`src/shared/sstp_defines.vh`:
```
// Constants for the scanner status telegram packer.
// Function
// - A 32-bit scan counter sits in telegram bytes 8 to 11, counts each completed scan and clears only at power-up.
// - Byte 12 bit 7 is 1 while function A is configured and active.
// - Byte 12 bit 6 shows the active warning field of function A, 0 violated and 1 free.
// - Byte 12 bit 5 shows the active protective field of function A, 0 violated and 1 free.
// - Bit 4 of bytes 12 and 16 is 1 while the restart interlock of function A or B is engaged.
// - Byte 12 bit 3 mirrors the internal safety switch output of function A.
// - Bytes 13 and 14 carry the bank and the first, second and third field pairs of function A, numbers 1 to 10.
// - Byte 15 bits 7 and 6 show warning segments 1 and 2 of function A, 0 violated and 1 free.
// - Byte 15 bits 5 and 4 show protective segments 1 and 2 of function A, 0 violated and 1 free.
// - Bits 3 and 2 of bytes 15 and 19 are 1 when the matching defined field pair is selected.
// - Bytes 16 to 19 carry function B status in the same layout as bytes 12 to 15.
// - All function status bits and selection fields read zero until the scanner first updates them.
// - Byte 0 holds the status profile variant, which is 1.
`ifndef SSTP_DEFINES_VH
`define SSTP_DEFINES_VH

// ----------------------------------------
// Telegram layout
// ----------------------------------------
`define SSTP_TEL_LEN        5'h14
`define SSTP_TEL_LAST       5'h13
`define SSTP_BYTE_VARIANT   5'h00
`define SSTP_BYTE_CNT0      5'h08
`define SSTP_BYTE_CNT1      5'h09
`define SSTP_BYTE_CNT2      5'h0a
`define SSTP_BYTE_CNT3      5'h0b
`define SSTP_BYTE_FA0       5'h0c
`define SSTP_BYTE_FA1       5'h0d
`define SSTP_BYTE_FA2       5'h0e
`define SSTP_BYTE_FA3       5'h0f
`define SSTP_BYTE_FB0       5'h10
`define SSTP_BYTE_FB1       5'h11
`define SSTP_BYTE_FB2       5'h12
`define SSTP_BYTE_FB3       5'h13
`define SSTP_VARIANT        8'h01
`define SSTP_CNT_RST        32'h0000_0000
`define SSTP_FUNC_RST       32'h0000_0000

// ----------------------------------------
// Register map
// ----------------------------------------
`define SSTP_ADDR_CTRL      8'h00
`define SSTP_ADDR_STATUS    8'h04
`define SSTP_ADDR_MASK      8'h08
`define SSTP_ADDR_SCAN      8'h0c
`define SSTP_ADDR_STATE     8'h10
`define SSTP_ADDR_FUNC_A    8'h14
`define SSTP_ADDR_FUNC_B    8'h18
`define SSTP_CTRL_EN_BIT    0
`define SSTP_CTRL_FORCE_BIT 1
`define SSTP_CTRL_RST       1'h1
`define SSTP_EV_SCAN_BIT    0
`define SSTP_EV_SENT_BIT    1
`define SSTP_EV_SKIP_BIT    2
`define SSTP_EV_RST         3'h0
`define SSTP_MASK_RST       3'h0

`endif

```
`src/sstp_sync.v`:
```
// Two-stage synchroniser for levels arriving from outside the clock domain.
`timescale 1ns/100ps
module sstp_sync
#(
  parameter WIDTH = 1
)
(
  // Clock and reset
  input  wire             clock_in,
  input  wire             rstn_in,
  // Levels
  input  wire [WIDTH-1:0] async_in,
  output reg  [WIDTH-1:0] sync_out
);

  reg [WIDTH-1:0] meta_r;

  // The first stage feeds only the second stage, to contain metastability.
  always @(posedge clock_in or negedge rstn_in)
  begin
    if (!rstn_in)
    begin
      meta_r   <= {WIDTH{1'b0}};
      sync_out <= {WIDTH{1'b0}};
    end
    else
    begin
      meta_r   <= async_in;
      sync_out <= meta_r;
    end
  end

endmodule

```
`src/sstp_frame_mem.v`:
```
// Small telegram buffer with registered read data.
`timescale 1ns/100ps
module sstp_frame_mem
#(
  parameter DW    = 8,
  parameter AW    = 5,
  parameter DEPTH = 32
)
(
  // Clock and reset
  input  wire          clock_in,
  input  wire          rstn_in,
  // Write side
  input  wire          wr_en_in,
  input  wire [AW-1:0] wr_addr_in,
  input  wire [DW-1:0] wr_data_in,
  // Read side
  input  wire          rd_en_in,
  input  wire [AW-1:0] rd_addr_in,
  output reg  [DW-1:0] rd_data_out
);

  reg [DW-1:0] mem_r [0:DEPTH-1];

  // The array has no reset so that it maps onto plain RAM cells.
  always @(posedge clock_in)
  begin
    if (wr_en_in)
      mem_r[wr_addr_in] <= wr_data_in;
  end

  // Read data come out of a register one cycle after the request.
  always @(posedge clock_in or negedge rstn_in)
  begin
    if (!rstn_in)
      rd_data_out <= {DW{1'b0}};
    else if (rd_en_in)
      rd_data_out <= mem_r[rd_addr_in];
  end

endmodule

```
`src/sstp_packer.v`:
```
// Status telegram packer: builds bytes 0 to 19 and sends them byte by byte.
//
// The implementer's own choices: the strobed register port and the register offsets.
`timescale 1ns/100ps
`include "sstp_defines.vh"
module sstp_packer
(
  // Clock and reset
  input  wire        clock_in,
  input  wire        rstn_in,
  // Scanner core events
  input  wire        scan_done_in,
  input  wire        status_load_in,
  // Function A status
  input  wire        func_a_active_in,
  input  wire        func_a_warn_field_free_in,
  input  wire        func_a_prot_field_free_in,
  input  wire        func_a_restart_interlock_in,
  input  wire        func_a_safety_switch_output_in,
  input  wire [3:0]  func_a_bank_sel_in,
  input  wire [3:0]  func_a_pair_sel_one_in,
  input  wire [3:0]  func_a_pair_sel_two_in,
  input  wire [3:0]  func_a_pair_sel_three_in,
  input  wire        func_a_warn_segment_one_in,
  input  wire        func_a_warn_segment_two_in,
  input  wire        func_a_prot_segment_one_in,
  input  wire        func_a_prot_segment_two_in,
  input  wire        func_a_defined_pair_one_in,
  input  wire        func_a_defined_pair_two_in,
  // Function B status
  input  wire        func_b_active_in,
  input  wire        func_b_warn_field_free_in,
  input  wire        func_b_prot_field_free_in,
  input  wire        func_b_restart_interlock_in,
  input  wire        func_b_safety_switch_output_in,
  input  wire [3:0]  func_b_bank_sel_in,
  input  wire [3:0]  func_b_pair_sel_one_in,
  input  wire [3:0]  func_b_pair_sel_two_in,
  input  wire [3:0]  func_b_pair_sel_three_in,
  input  wire        func_b_warn_segment_one_in,
  input  wire        func_b_warn_segment_two_in,
  input  wire        func_b_prot_segment_one_in,
  input  wire        func_b_prot_segment_two_in,
  input  wire        func_b_defined_pair_one_in,
  input  wire        func_b_defined_pair_two_in,
  // Register port
  input  wire [7:0]  reg_addr_in,
  input  wire [31:0] reg_wdata_in,
  input  wire        reg_wr_in,
  input  wire        reg_rd_in,
  output reg  [31:0] reg_rdata_out,
  // Telegram byte stream to the diagnostics host
  input  wire        tx_ready_in,
  output reg         tx_valid_out,
  output reg  [7:0]  tx_data_out,
  output reg  [4:0]  tx_index_out,
  // Interrupt
  output reg         irq_out
);

  // ----------------------------------------
  // States
  // ----------------------------------------
  localparam [4:0] ST_IDLE  = 5'h01;
  localparam [4:0] ST_LOAD  = 5'h02;
  localparam [4:0] ST_FETCH = 5'h04;
  localparam [4:0] ST_LATCH = 5'h08;
  localparam [4:0] ST_SEND  = 5'h10;

  // ----------------------------------------
  // Functions
  // ----------------------------------------

  // Packs one protective function into its four telegram bytes, first byte on top.
  function [31:0] pack_func;
    input       act;
    input       wf;
    input       pf;
    input       res;
    input       sw;
    input [3:0] bank;
    input [3:0] p1;
    input [3:0] p2;
    input [3:0] p3;
    input       ws1;
    input       ws2;
    input       ps1;
    input       ps2;
    input       dp1;
    input       dp2;
    begin
      pack_func[31]    = act;
      pack_func[30]    = wf;
      pack_func[29]    = pf;
      pack_func[28]    = res;
      pack_func[27]    = sw;
      pack_func[26:24] = 3'h0;
      pack_func[23:8]  = {bank, p1, p2, p3};
      pack_func[7:6]   = {ws1, ws2};
      pack_func[5:4]   = {ps1, ps2};
      pack_func[3:2]   = {dp1, dp2};
      pack_func[1:0]   = 2'h0;
    end
  endfunction

  // Picks the telegram byte at a given index.
  function [7:0] tel_byte;
    input [4:0]  idx;
    input [31:0] cnt;
    input [31:0] fa;
    input [31:0] fb;
    begin
      case (idx)
        `SSTP_BYTE_VARIANT: tel_byte = `SSTP_VARIANT;
        `SSTP_BYTE_CNT0:    tel_byte = cnt[7:0];
        `SSTP_BYTE_CNT1:    tel_byte = cnt[15:8];
        `SSTP_BYTE_CNT2:    tel_byte = cnt[23:16];
        `SSTP_BYTE_CNT3:    tel_byte = cnt[31:24];
        `SSTP_BYTE_FA0:     tel_byte = fa[31:24];
        `SSTP_BYTE_FA1:     tel_byte = fa[23:16];
        `SSTP_BYTE_FA2:     tel_byte = fa[15:8];
        `SSTP_BYTE_FA3:     tel_byte = fa[7:0];
        `SSTP_BYTE_FB0:     tel_byte = fb[31:24];
        `SSTP_BYTE_FB1:     tel_byte = fb[23:16];
        `SSTP_BYTE_FB2:     tel_byte = fb[15:8];
        `SSTP_BYTE_FB3:     tel_byte = fb[7:0];
        default:            tel_byte = 8'h00;
      endcase
    end
  endfunction

  // ----------------------------------------
  // Declarations
  // ----------------------------------------
  reg  [31:0] cnt_r;
  reg  [31:0] snap_r;
  reg  [31:0] fa_r;
  reg  [31:0] fb_r;
  reg  [4:0]  state_r;
  reg  [4:0]  state_nxt;
  reg  [4:0]  idx_r;
  reg  [4:0]  idx_nxt;
  reg         en_r;
  reg         force_r;
  reg  [2:0]  sts_r;
  reg  [2:0]  mask_r;
  reg  [2:0]  sts_nxt;
  reg         mem_wr;
  reg         mem_rd;
  reg         sent_ev;
  wire [31:0] cnt_nxt;
  wire        ready_s;
  wire        idle;
  wire        start_req;
  wire        start;
  wire        skip_ev;
  wire [7:0]  mem_rdata;
  wire [2:0]  ev;

  // ----------------------------------------
  // Submodules
  // ----------------------------------------

  // The host's ready comes from another board, so it is synchronised first.
  sstp_sync #(.WIDTH(1)) u_ready_sync
  (
    .clock_in (clock_in),
    .rstn_in  (rstn_in),
    .async_in (tx_ready_in),
    .sync_out (ready_s)
  );

  // A frozen copy of one telegram, so a new scan cannot tear a frame in flight.
  sstp_frame_mem #(.DW(8), .AW(5), .DEPTH(32)) u_frame_mem
  (
    .clock_in    (clock_in),
    .rstn_in     (rstn_in),
    .wr_en_in    (mem_wr),
    .wr_addr_in  (idx_r),
    .wr_data_in  (tel_byte(idx_r, snap_r, fa_r, fb_r)),
    .rd_en_in    (mem_rd),
    .rd_addr_in  (idx_r),
    .rd_data_out (mem_rdata)
  );

  // ----------------------------------------
  // Scan counter and status latches
  // ----------------------------------------

  // The counter wraps at the top; only the power-up reset brings it to zero.
  assign cnt_nxt = cnt_r + {{31{1'b0}}, scan_done_in};

  always @(posedge clock_in or negedge rstn_in)
  begin
    if (!rstn_in)
      cnt_r <= `SSTP_CNT_RST;
    else
      cnt_r <= cnt_nxt;
  end

  // Status stays zero until the core strobes its first update.
  always @(posedge clock_in or negedge rstn_in)
  begin
    if (!rstn_in)
    begin
      fa_r <= `SSTP_FUNC_RST;
      fb_r <= `SSTP_FUNC_RST;
    end
    else if (status_load_in)
    begin
      fa_r <= pack_func(func_a_active_in, func_a_warn_field_free_in, func_a_prot_field_free_in,
                        func_a_restart_interlock_in, func_a_safety_switch_output_in,
                        func_a_bank_sel_in, func_a_pair_sel_one_in, func_a_pair_sel_two_in,
                        func_a_pair_sel_three_in, func_a_warn_segment_one_in,
                        func_a_warn_segment_two_in, func_a_prot_segment_one_in,
                        func_a_prot_segment_two_in, func_a_defined_pair_one_in,
                        func_a_defined_pair_two_in);
      fb_r <= pack_func(func_b_active_in, func_b_warn_field_free_in, func_b_prot_field_free_in,
                        func_b_restart_interlock_in, func_b_safety_switch_output_in,
                        func_b_bank_sel_in, func_b_pair_sel_one_in, func_b_pair_sel_two_in,
                        func_b_pair_sel_three_in, func_b_warn_segment_one_in,
                        func_b_warn_segment_two_in, func_b_prot_segment_one_in,
                        func_b_prot_segment_two_in, func_b_defined_pair_one_in,
                        func_b_defined_pair_two_in);
    end
  end

  // ----------------------------------------
  // Frame sequencer
  // ----------------------------------------

  // A frame starts on a scan or a software request, only while the sender is idle.
  assign idle      = (state_r == ST_IDLE);
  assign start_req = en_r & (scan_done_in | force_r);
  assign start     = start_req & idle;
  // A scan that finds the sender busy gets no telegram of its own.
  assign skip_ev   = en_r & scan_done_in & ~idle;

  // Next state: load twenty bytes, then fetch, present and hand over each one.
  always @*
  begin
    state_nxt = state_r;
    idx_nxt   = idx_r;
    mem_wr    = 1'b0;
    mem_rd    = 1'b0;
    sent_ev   = 1'b0;
    case (state_r)
      ST_IDLE:
      begin
        idx_nxt = 5'h00;
        if (start)
          state_nxt = ST_LOAD;
      end
      ST_LOAD:
      begin
        mem_wr = 1'b1;
        if (idx_r == `SSTP_TEL_LAST)
        begin
          idx_nxt   = 5'h00;
          state_nxt = ST_FETCH;
        end
        else
          idx_nxt = idx_r + 5'h01;
      end
      ST_FETCH:
      begin
        mem_rd    = 1'b1;
        state_nxt = ST_LATCH;
      end
      ST_LATCH:
        state_nxt = ST_SEND;
      ST_SEND:
      begin
        if (ready_s)
        begin
          if (idx_r == `SSTP_TEL_LAST)
          begin
            sent_ev   = 1'b1;
            state_nxt = ST_IDLE;
          end
          else
          begin
            idx_nxt   = idx_r + 5'h01;
            state_nxt = ST_FETCH;
          end
        end
      end
      default:
      begin
        idx_nxt   = 5'h00;
        state_nxt = ST_IDLE;
      end
    endcase
  end

  // Sequencer registers; the counter is frozen here so all four bytes agree.
  always @(posedge clock_in or negedge rstn_in)
  begin
    if (!rstn_in)
    begin
      state_r <= ST_IDLE;
      idx_r   <= 5'h00;
      snap_r  <= `SSTP_CNT_RST;
    end
    else
    begin
      state_r <= state_nxt;
      idx_r   <= idx_nxt;
      if (start)
        snap_r <= cnt_nxt;
    end
  end

  // Byte stream outputs; valid stays up until the synchronised ready is seen.
  always @(posedge clock_in or negedge rstn_in)
  begin
    if (!rstn_in)
    begin
      tx_valid_out <= 1'b0;
      tx_data_out  <= 8'h00;
      tx_index_out <= 5'h00;
    end
    else if (state_r == ST_LATCH)
    begin
      tx_valid_out <= 1'b1;
      tx_data_out  <= mem_rdata;
      tx_index_out <= idx_r;
    end
    else if ((state_r == ST_SEND) && ready_s)
      tx_valid_out <= 1'b0;
  end

  // ----------------------------------------
  // Control, status and interrupt
  // ----------------------------------------

  assign ev = {skip_ev, sent_ev, scan_done_in};

  // A new event beats a write-one-to-clear in the same cycle.
  always @*
  begin
    sts_nxt = sts_r;
    if (reg_wr_in && (reg_addr_in == `SSTP_ADDR_STATUS))
      sts_nxt = sts_r & ~reg_wdata_in[2:0];
    sts_nxt = sts_nxt | ev;
  end

  // Force is a pending request that waits for the sender to go idle.
  always @(posedge clock_in or negedge rstn_in)
  begin
    if (!rstn_in)
    begin
      en_r    <= `SSTP_CTRL_RST;
      force_r <= 1'b0;
      mask_r  <= `SSTP_MASK_RST;
      sts_r   <= `SSTP_EV_RST;
      irq_out <= 1'b0;
    end
    else
    begin
      if (reg_wr_in && (reg_addr_in == `SSTP_ADDR_CTRL))
        en_r <= reg_wdata_in[`SSTP_CTRL_EN_BIT];
      if (start)
        force_r <= 1'b0;
      else if (reg_wr_in && (reg_addr_in == `SSTP_ADDR_CTRL) && reg_wdata_in[`SSTP_CTRL_FORCE_BIT])
        force_r <= 1'b1;
      if (reg_wr_in && (reg_addr_in == `SSTP_ADDR_MASK))
        mask_r <= reg_wdata_in[2:0];
      sts_r   <= sts_nxt;
      irq_out <= |(sts_nxt & mask_r);
    end
  end

  // Read data appear one cycle after the strobe; unmapped addresses read zero.
  always @(posedge clock_in or negedge rstn_in)
  begin
    if (!rstn_in)
      reg_rdata_out <= 32'h0000_0000;
    else if (reg_rd_in)
    begin
      case (reg_addr_in)
        `SSTP_ADDR_CTRL:   reg_rdata_out <= {30'h0000_0000, force_r, en_r};
        `SSTP_ADDR_STATUS: reg_rdata_out <= {29'h0000_0000, sts_r};
        `SSTP_ADDR_MASK:   reg_rdata_out <= {29'h0000_0000, mask_r};
        `SSTP_ADDR_SCAN:   reg_rdata_out <= cnt_r;
        `SSTP_ADDR_STATE:  reg_rdata_out <= {19'h0_0000, state_r, 3'h0, idx_r};
        `SSTP_ADDR_FUNC_A: reg_rdata_out <= fa_r;
        `SSTP_ADDR_FUNC_B: reg_rdata_out <= fb_r;
        default:           reg_rdata_out <= 32'h0000_0000;
      endcase
    end
  end

endmodule

```
`config.mk`:
```
export PLATFORM = sky130hd
export DESIGN_NAME = sstp_packer
export DESIGN_NICKNAME = d
export VERILOG_FILES = /design/src/sstp_sync.v /design/src/sstp_frame_mem.v /design/src/sstp_packer.v
export VERILOG_INCLUDE_DIRS = /design/src /design/src/shared
export SDC_FILE = /design/constraint.sdc
export NUM_CORES = 1
export LEC_CHECK = 0
export BUFFER_PORTS_ARGS = -buffer_cell sky130_fd_sc_hd__clkbuf_2
export CAP_MARGIN = 15
export CORE_UTILIZATION = 40
export CTS_CLUSTER_DIAMETER = 80
export DETAILED_ROUTE_END_ITERATION = 12
export PLACE_DENSITY = 0.59
export SYNTH_ARGS = -nofsm -noshare
export SYNTH_HDL_FRONTEND = slang
export SYNTH_SLANG_ARGS = --single-unit
```
`constraint.sdc`:
```
create_clock -name clock_in -period 9.4 [get_ports clock_in]
set_clock_uncertainty 0.2 [all_clocks]
set_input_delay 1.88 -clock clock_in [delete_from_list [all_inputs] [get_ports clock_in]]
set_output_delay 1.88 -clock clock_in [all_outputs]
set_load 0.1 [all_outputs]
```
; After elaboration in Yosys (flattened, before gate mapping)
; Memory sizes are Yosys's and may differ from the RTL's. A register that Yosys moved wholly into a read port is not among the register bits.
; Cells that the tools add are included.
[word_totals]
latch_bits = 0
register_bits = 185
output_inout_bits = 47
mem_bits_rw = 256
memories = 1
mem_bits_ro = 0
inputBits = 101
wordCells = 95
[memory_table]
columns = name, depth, width, read_ports, rd_ports_with_merged_regs, write_ports, line
row1 = u_frame_mem.mem_r, 32, 8, 1, 1, 1, sstp_frame_mem.v:23  ; reg [DW-1:0] mem_r [0:DEPTH-1];
[classes]
shift = 0
n_bitwise = 11
multipliers = 0
n_mux = 23
n_addsub = 2
order_cmp = 0
eq_ne = 27
reduce_logical = 14
div = 0
[op_table]
columns = cell, n
row1 = $pmux W32 S7, 1
row2 = $pmux W8 S13, 1
row3 = $eq A5 B4 Y1 const B, 9
row4 = $add A32 B1 Y32, 1
row5 = $mux W5, 6
row6 = $eq A5 B5 Y1 const B, 5
row7 = $pmux W5 S5, 1
row8 = $eq A8 B5 Y1 const B, 3
row9 = $eq A8 B4 Y1 const B, 2
row10 = $pmux W5 S3, 1
row11 = $mux W1, 11
row12 = $eq A8 B3 Y1 const B, 1
row13 = $logic_not A8 Y1, 1
row14 = $and A3 B3 Y3, 2
row15 = $mux W3, 2
row16 = $reduce_and A3 Y1, 2
row17 = $add A5 B1 Y5 const B, 1
row18 = $eq A5 B1 Y1 const B, 1
row19 = $eq A5 B2 Y1 const B, 1
row20 = $eq A5 B3 Y1 const B, 1
row21 = $logic_and A1 B1 Y1, 5
row22 = $logic_not A5 Y1, 1
row23 = $and A1 B1 Y1, 4
row24 = $ne A2 B1 Y1 const B, 2
row25 = 9 further kinds, 12

; Logic depth before layout (Yosys ltp)
[depth]
word_depth = 7
mapped_depth = 11
mapped_depth_nobuf = 7

; Cells and area by module
; From an unflattened synthesis, not the netlist that was laid out.
[hier_totals]
cells_unflattened = 1378
hier_area_um2 = 19287.2
[by_module_without_submodules]
columns = module, instances, cells_each, seq_area_each_um2, area_each_um2
row1 = sstp_frame_mem, 1, 591, 7887.6, 10421.2
row2 = sstp_packer, 1, 785, 4581.9, 8816.0
row3 = sstp_sync, 1, 2, 50.0, 50.0

; Least setup slack after synthesis
; No wires, ideal clock.
[synth_path]
path_type = input to register
start = input scan_done_in
end = register snap_r[30]
t_required_ps = 9075
setup_ps = 125
path_buffers = 0
t_arrival_ps = 3505
stages = 7
setup_slack_ps = 5570
cell_sequence = ha_1 ha_1 nand4_1 nor4_2 nor4b_1 xor2_1 mux2_2
[synth_via]
word_cells_on_any_way = 4
classes_between = 1 x add/sub / 3 x bitwise
[synth_rtl]
columns = item, line
row1 = from (decl), sstp_packer.v:12  ; input wire scan_done_in,
row2 = $add A32 B1 Y32, sstp_packer.v:191  ; assign cnt_nxt = cnt_r + {{31{1'b0}}, scan_done_in};
row3 = net cnt_nxt[30], sstp_packer.v:151  ; wire [31:0] cnt_nxt;
row4 = to (signal assigned), sstp_packer.v:303  ; snap_r <= `SSTP_CNT_RST;
row5 = to (signal assigned), sstp_packer.v:310  ; snap_r <= cnt_nxt;
row6 = to (decl), sstp_packer.v:136  ; reg [31:0] snap_r;
; The timed path passes the listed nets, and every way through them passes these cells.
; A chain may end at the register's enable or synchronous reset.

; Worst setup path after layout
[layout_path]
start = register idx_r[1]
end = memory u_frame_mem.mem_r[5][6] (data pin)
[layout_via]
elab_chain_cells = 2
word_cells_on_any_way = 14
classes_between = 12 x eq/ne / 1 x mux / 1 x reduce/logical
[layout_rtl]
columns = item, line
row1 = from (decl), sstp_packer.v:141  ; reg [4:0] idx_r;
row2 = from (signal assigned), sstp_packer.v:308  ; idx_r <= idx_nxt;
row3 = "$eq A5 B5 Y1, or another cell as far along", sstp_packer.v:113  ; case (idx)
row4 = $pmux W8 S13 *, sstp_packer.v:113
row5 = net u_frame_mem.wr_data_in[6], sstp_frame_mem.v:16  ; input wire [DW-1:0] wr_data_in,
row6 = to (decl), sstp_frame_mem.v:23
; Mark *: on every way through the listed nets, which the timed path passes. The rest lies on a longest branch.

==> flow_summary.json <==
{
  "syn-num-nets": 1318,
  "hold_slack_ps": 152.0,
  "ys_types": 70,
  "worstSetupPathType": "flop to flop",
  "intPower_mw": 3.326,
  "setup_tns_ps": 0,
  "overflow": 0,
  "drv_slew": 0,
  "synth_top_area_frac": 0.4111,
  "setup_ws_ps": 4985,
  "nNetsFinal": 1437,
  "synthAdderAreaFrac": 0.004684,
  "grt_pass1_vias": 11330,
  "track_usage": 0.2089,
  "fin_area_um2": 21550,
  "slew_headroom": 0.3079,
  "initial_utilization": 0.4086,
  "place.gp.congestion": 0.8575,
  "num_rows": 78,
  "drive_above_1_share": 0.2820,
  "async_flop_share": 0.4298,
  "peakVddDrop_mv": 0.1306,
  "syn_area_per_cell_um2": 15.45,
  "drt-initial-drc-count": 1534,
  "synthFlopType": "edfxtp_1",
  "cts_hold_buf": 0,
  "wl_per_cell_um": 24.87,
  "grt_max_degree": 85,
  "syn_to_final_growth_pct": 15.24,
  "die_w_um": 218.2,
  "cts_made_buffers": 48,
  "synth_common_cells": "edfxtp_1, dfrtp_1, mux2_2",
  "arrival_ps": 4560,
  "power_frac_comb": 0.033,
  "cts.clk_slew.worst_paths_ps": 60,
  "drc": 0,
  "required_ps": 9550,
  "hp-class": "flop to flop",
  "cap_viol_max_count": 0,
  "synth_compound_area_frac": 0.07761,
  "setup.worst_path.end_class": "flop",
  "clk-insertion-delay-late_ps": 590,
  "die-area_um2": 47620,
  "power_density_nw_per_um2": 197.8,
  "p_clk_frac": 0.453,
  "p_sw_frac": 0.2200,
  "syn_area_um2": 18700,
  "p_sw_mw": 0.9380,
  "antenna_found_initial": 0,
  "grt_first_pass_wirelength_mm": 73.59,
  "num_antenna_cells": 0,
  "worstMarginPinSlew_ps": 1036,
  "synth_xor_area_frac": 0.01452,
  "status": "completed",
  "cts_sinks": 449,
  "cts-resized-gates": 0,
  "first_pass_iters": 7,
  "synth_seq_area_share": 0.6695,
  "dp_slack_ps": 4661,
  "yosys_warnings": 0,
  "synth-edff-count": 256,
  "io-pin-count": 148,
  "synth_top_family_by_area": "multiplexers",
  "p_seq_frac": 0.514,
  "fp.coreArea_um2": 45770,
  "htree_num_levels": 2,
  "syn_inst": 1210,
  "synth_most_common_cell": "edfxtp_1",
  "start_kind": "flop",
  "synthTopCellsByArea": "edfxtp_1, dfrtp_1, mux4_2",
  "vias": 11420,
  "post-route-period-util": 0.4696,
  "muxShareOfSynthArea": 0.1395,
  "rsz0062_at_grt": "no",
  "p_leak_nw": 7.691,
  "yosys.area_share.simple": 0.06697,
  "fmax_ghz": 0.2265,
  "cts_root_buf": "clkbuf_16",
  "die_y_um": 218.2,
  "cts_tree": "done",
  "portBuffers": 118,
  "totalWireLength_mm": 48.97,
  "hold_viol_final": 0,
  "setup_violations": 0,
  "clockBufferDepth": 3,
  "dpl.hpwl_mm": 31.72,
  "via_per_inst": 5.800,
  "finalCriticalPeriod_ps": 4415,
  "yosys.area.top_type": "edfxtp_1",
  "ys_ff_latch": 449,
  "cts_setup_buffers": 0,
  "ant_nets": 0,
  "utilization": 0.4708,
  "placed_cell_area_um2": 19940,
  "crit_fanout": 42
}
## sequential cells by signal, summed over array words and instances (netlist names), 3 cells and up
name and flops:
u_frame_mem.mem_r 256, cnt_r 32, reg_rdata_out 32, snap_r 32
fa_r 27, fb_r 27, tx_data_out 8, u_frame_mem.rd_data_out 8
idx_r 5, state_r 5, tx_index_out 5, mask_r 3
sts_r 3
## power by group through the flow
stage          combinational, mW  clock, mW  sequential, mW
2_1_floorplan             0.0907          0            2.20
3_3_place_gp               0.139          0            2.23
3_5_place_dp               0.141          0            2.23
4_1_cts                    0.142       1.96            2.19
5_1_grt                    0.155       2.03            2.20
6_report                   0.141       1.93            2.19
## worst paths after layout
path | start | endpoint | slack [ps] | cells past startpoint
max | idx_r[1]$_DFFE_PN0P_ | u_frame_mem.mem_r[5][6]$_DFFE_PP_ | 4990 | 9
min reg2reg | u_ready_sync.meta_r$_DFF_PN0_ | u_ready_sync.sync_out$_DFF_PN0_ | 150 | 0
min | u_ready_sync.meta_r$_DFF_PN0_ | u_ready_sync.sync_out$_DFF_PN0_ | 150 | 0
max reg2reg | idx_r[1]$_DFFE_PN0P_ | u_frame_mem.mem_r[5][6]$_DFFE_PP_ | 4990 | 9
max in group asynchronous | rstn_in | idx_r[1]$_DFFE_PN0P_ | 6480 | 2
min in group asynchronous | rstn_in | reg_rdata_out[7]$_DFFE_PN0P_ | 1130 | 1
## cell usage in the layout (no fill, tap or decap), types with 24 or more instances in the layout
master / count
edfxtp_1: 256
inv_1: 45
mux2_2: 91
clkbuf_16: 48
mux2i_1: 24
nand2_1: 56
mux4_2: 55
nor2_1: 53
clkbuf_2: 117
o22ai_1: 45
buf_4: 26
dfrtp_1: 189
nand3_1: 40
## per-stage QoR
stage	power [mW]	cells
floorplan	2.288	1210
global placement	2.365	1879
detailed placement	2.367	1879
CTS	4.293	1969
global route	4.384	1969
finish	4.264	1969
## cell type report
| cell class | count | area (um^2) |
|---|---|---|
| Fill cell | 3980 | 24220 |
| Sequential cell | 449 | 12530 |
| Timing Repair Buffer | 144 | 794.5 |
| Inverter | 46 | 172.7 |
| Multi-Input combinational cell | 640 | 5698 |
| Clock buffer | 67 | 1333 |
| Tap cell | 600 | 750.7 |
| Clock inverter | 23 | 275.3 |
## cell families (layout without fill, tap and decap cells)
kind of cell    count (synthesis)  after routing
compound gates                193            193
xor+xnor                       31             31
fa+ha+maj                       7              7
buf+inv                       121            280
flops                         449            449
mux                           179            179
simple gates                  230            230
## routing by layer
layer / global-route usage / up-vias / part of all wire
met5: 0 / - / 0
met4: 0.07110 / 0 / 0.024
met3: 0.03633 / 74 / 0.068
met2: 0.3212 / 457 / 0.46
met1: 0.2995 / 5907 / 0.44
li1: - / 4982 / -
## worst max-delay path, stage by stage, from the launching register on
cell,delay [ps]
dfrtp_4,890
buf_4,630
ha_1,850
inv_1,200
nor2_1,150
ha_1,430
a32o_1,190
a221oi_1,50
nand4_1,110
buf_4,380
Power figures use the tool's default switching activity.
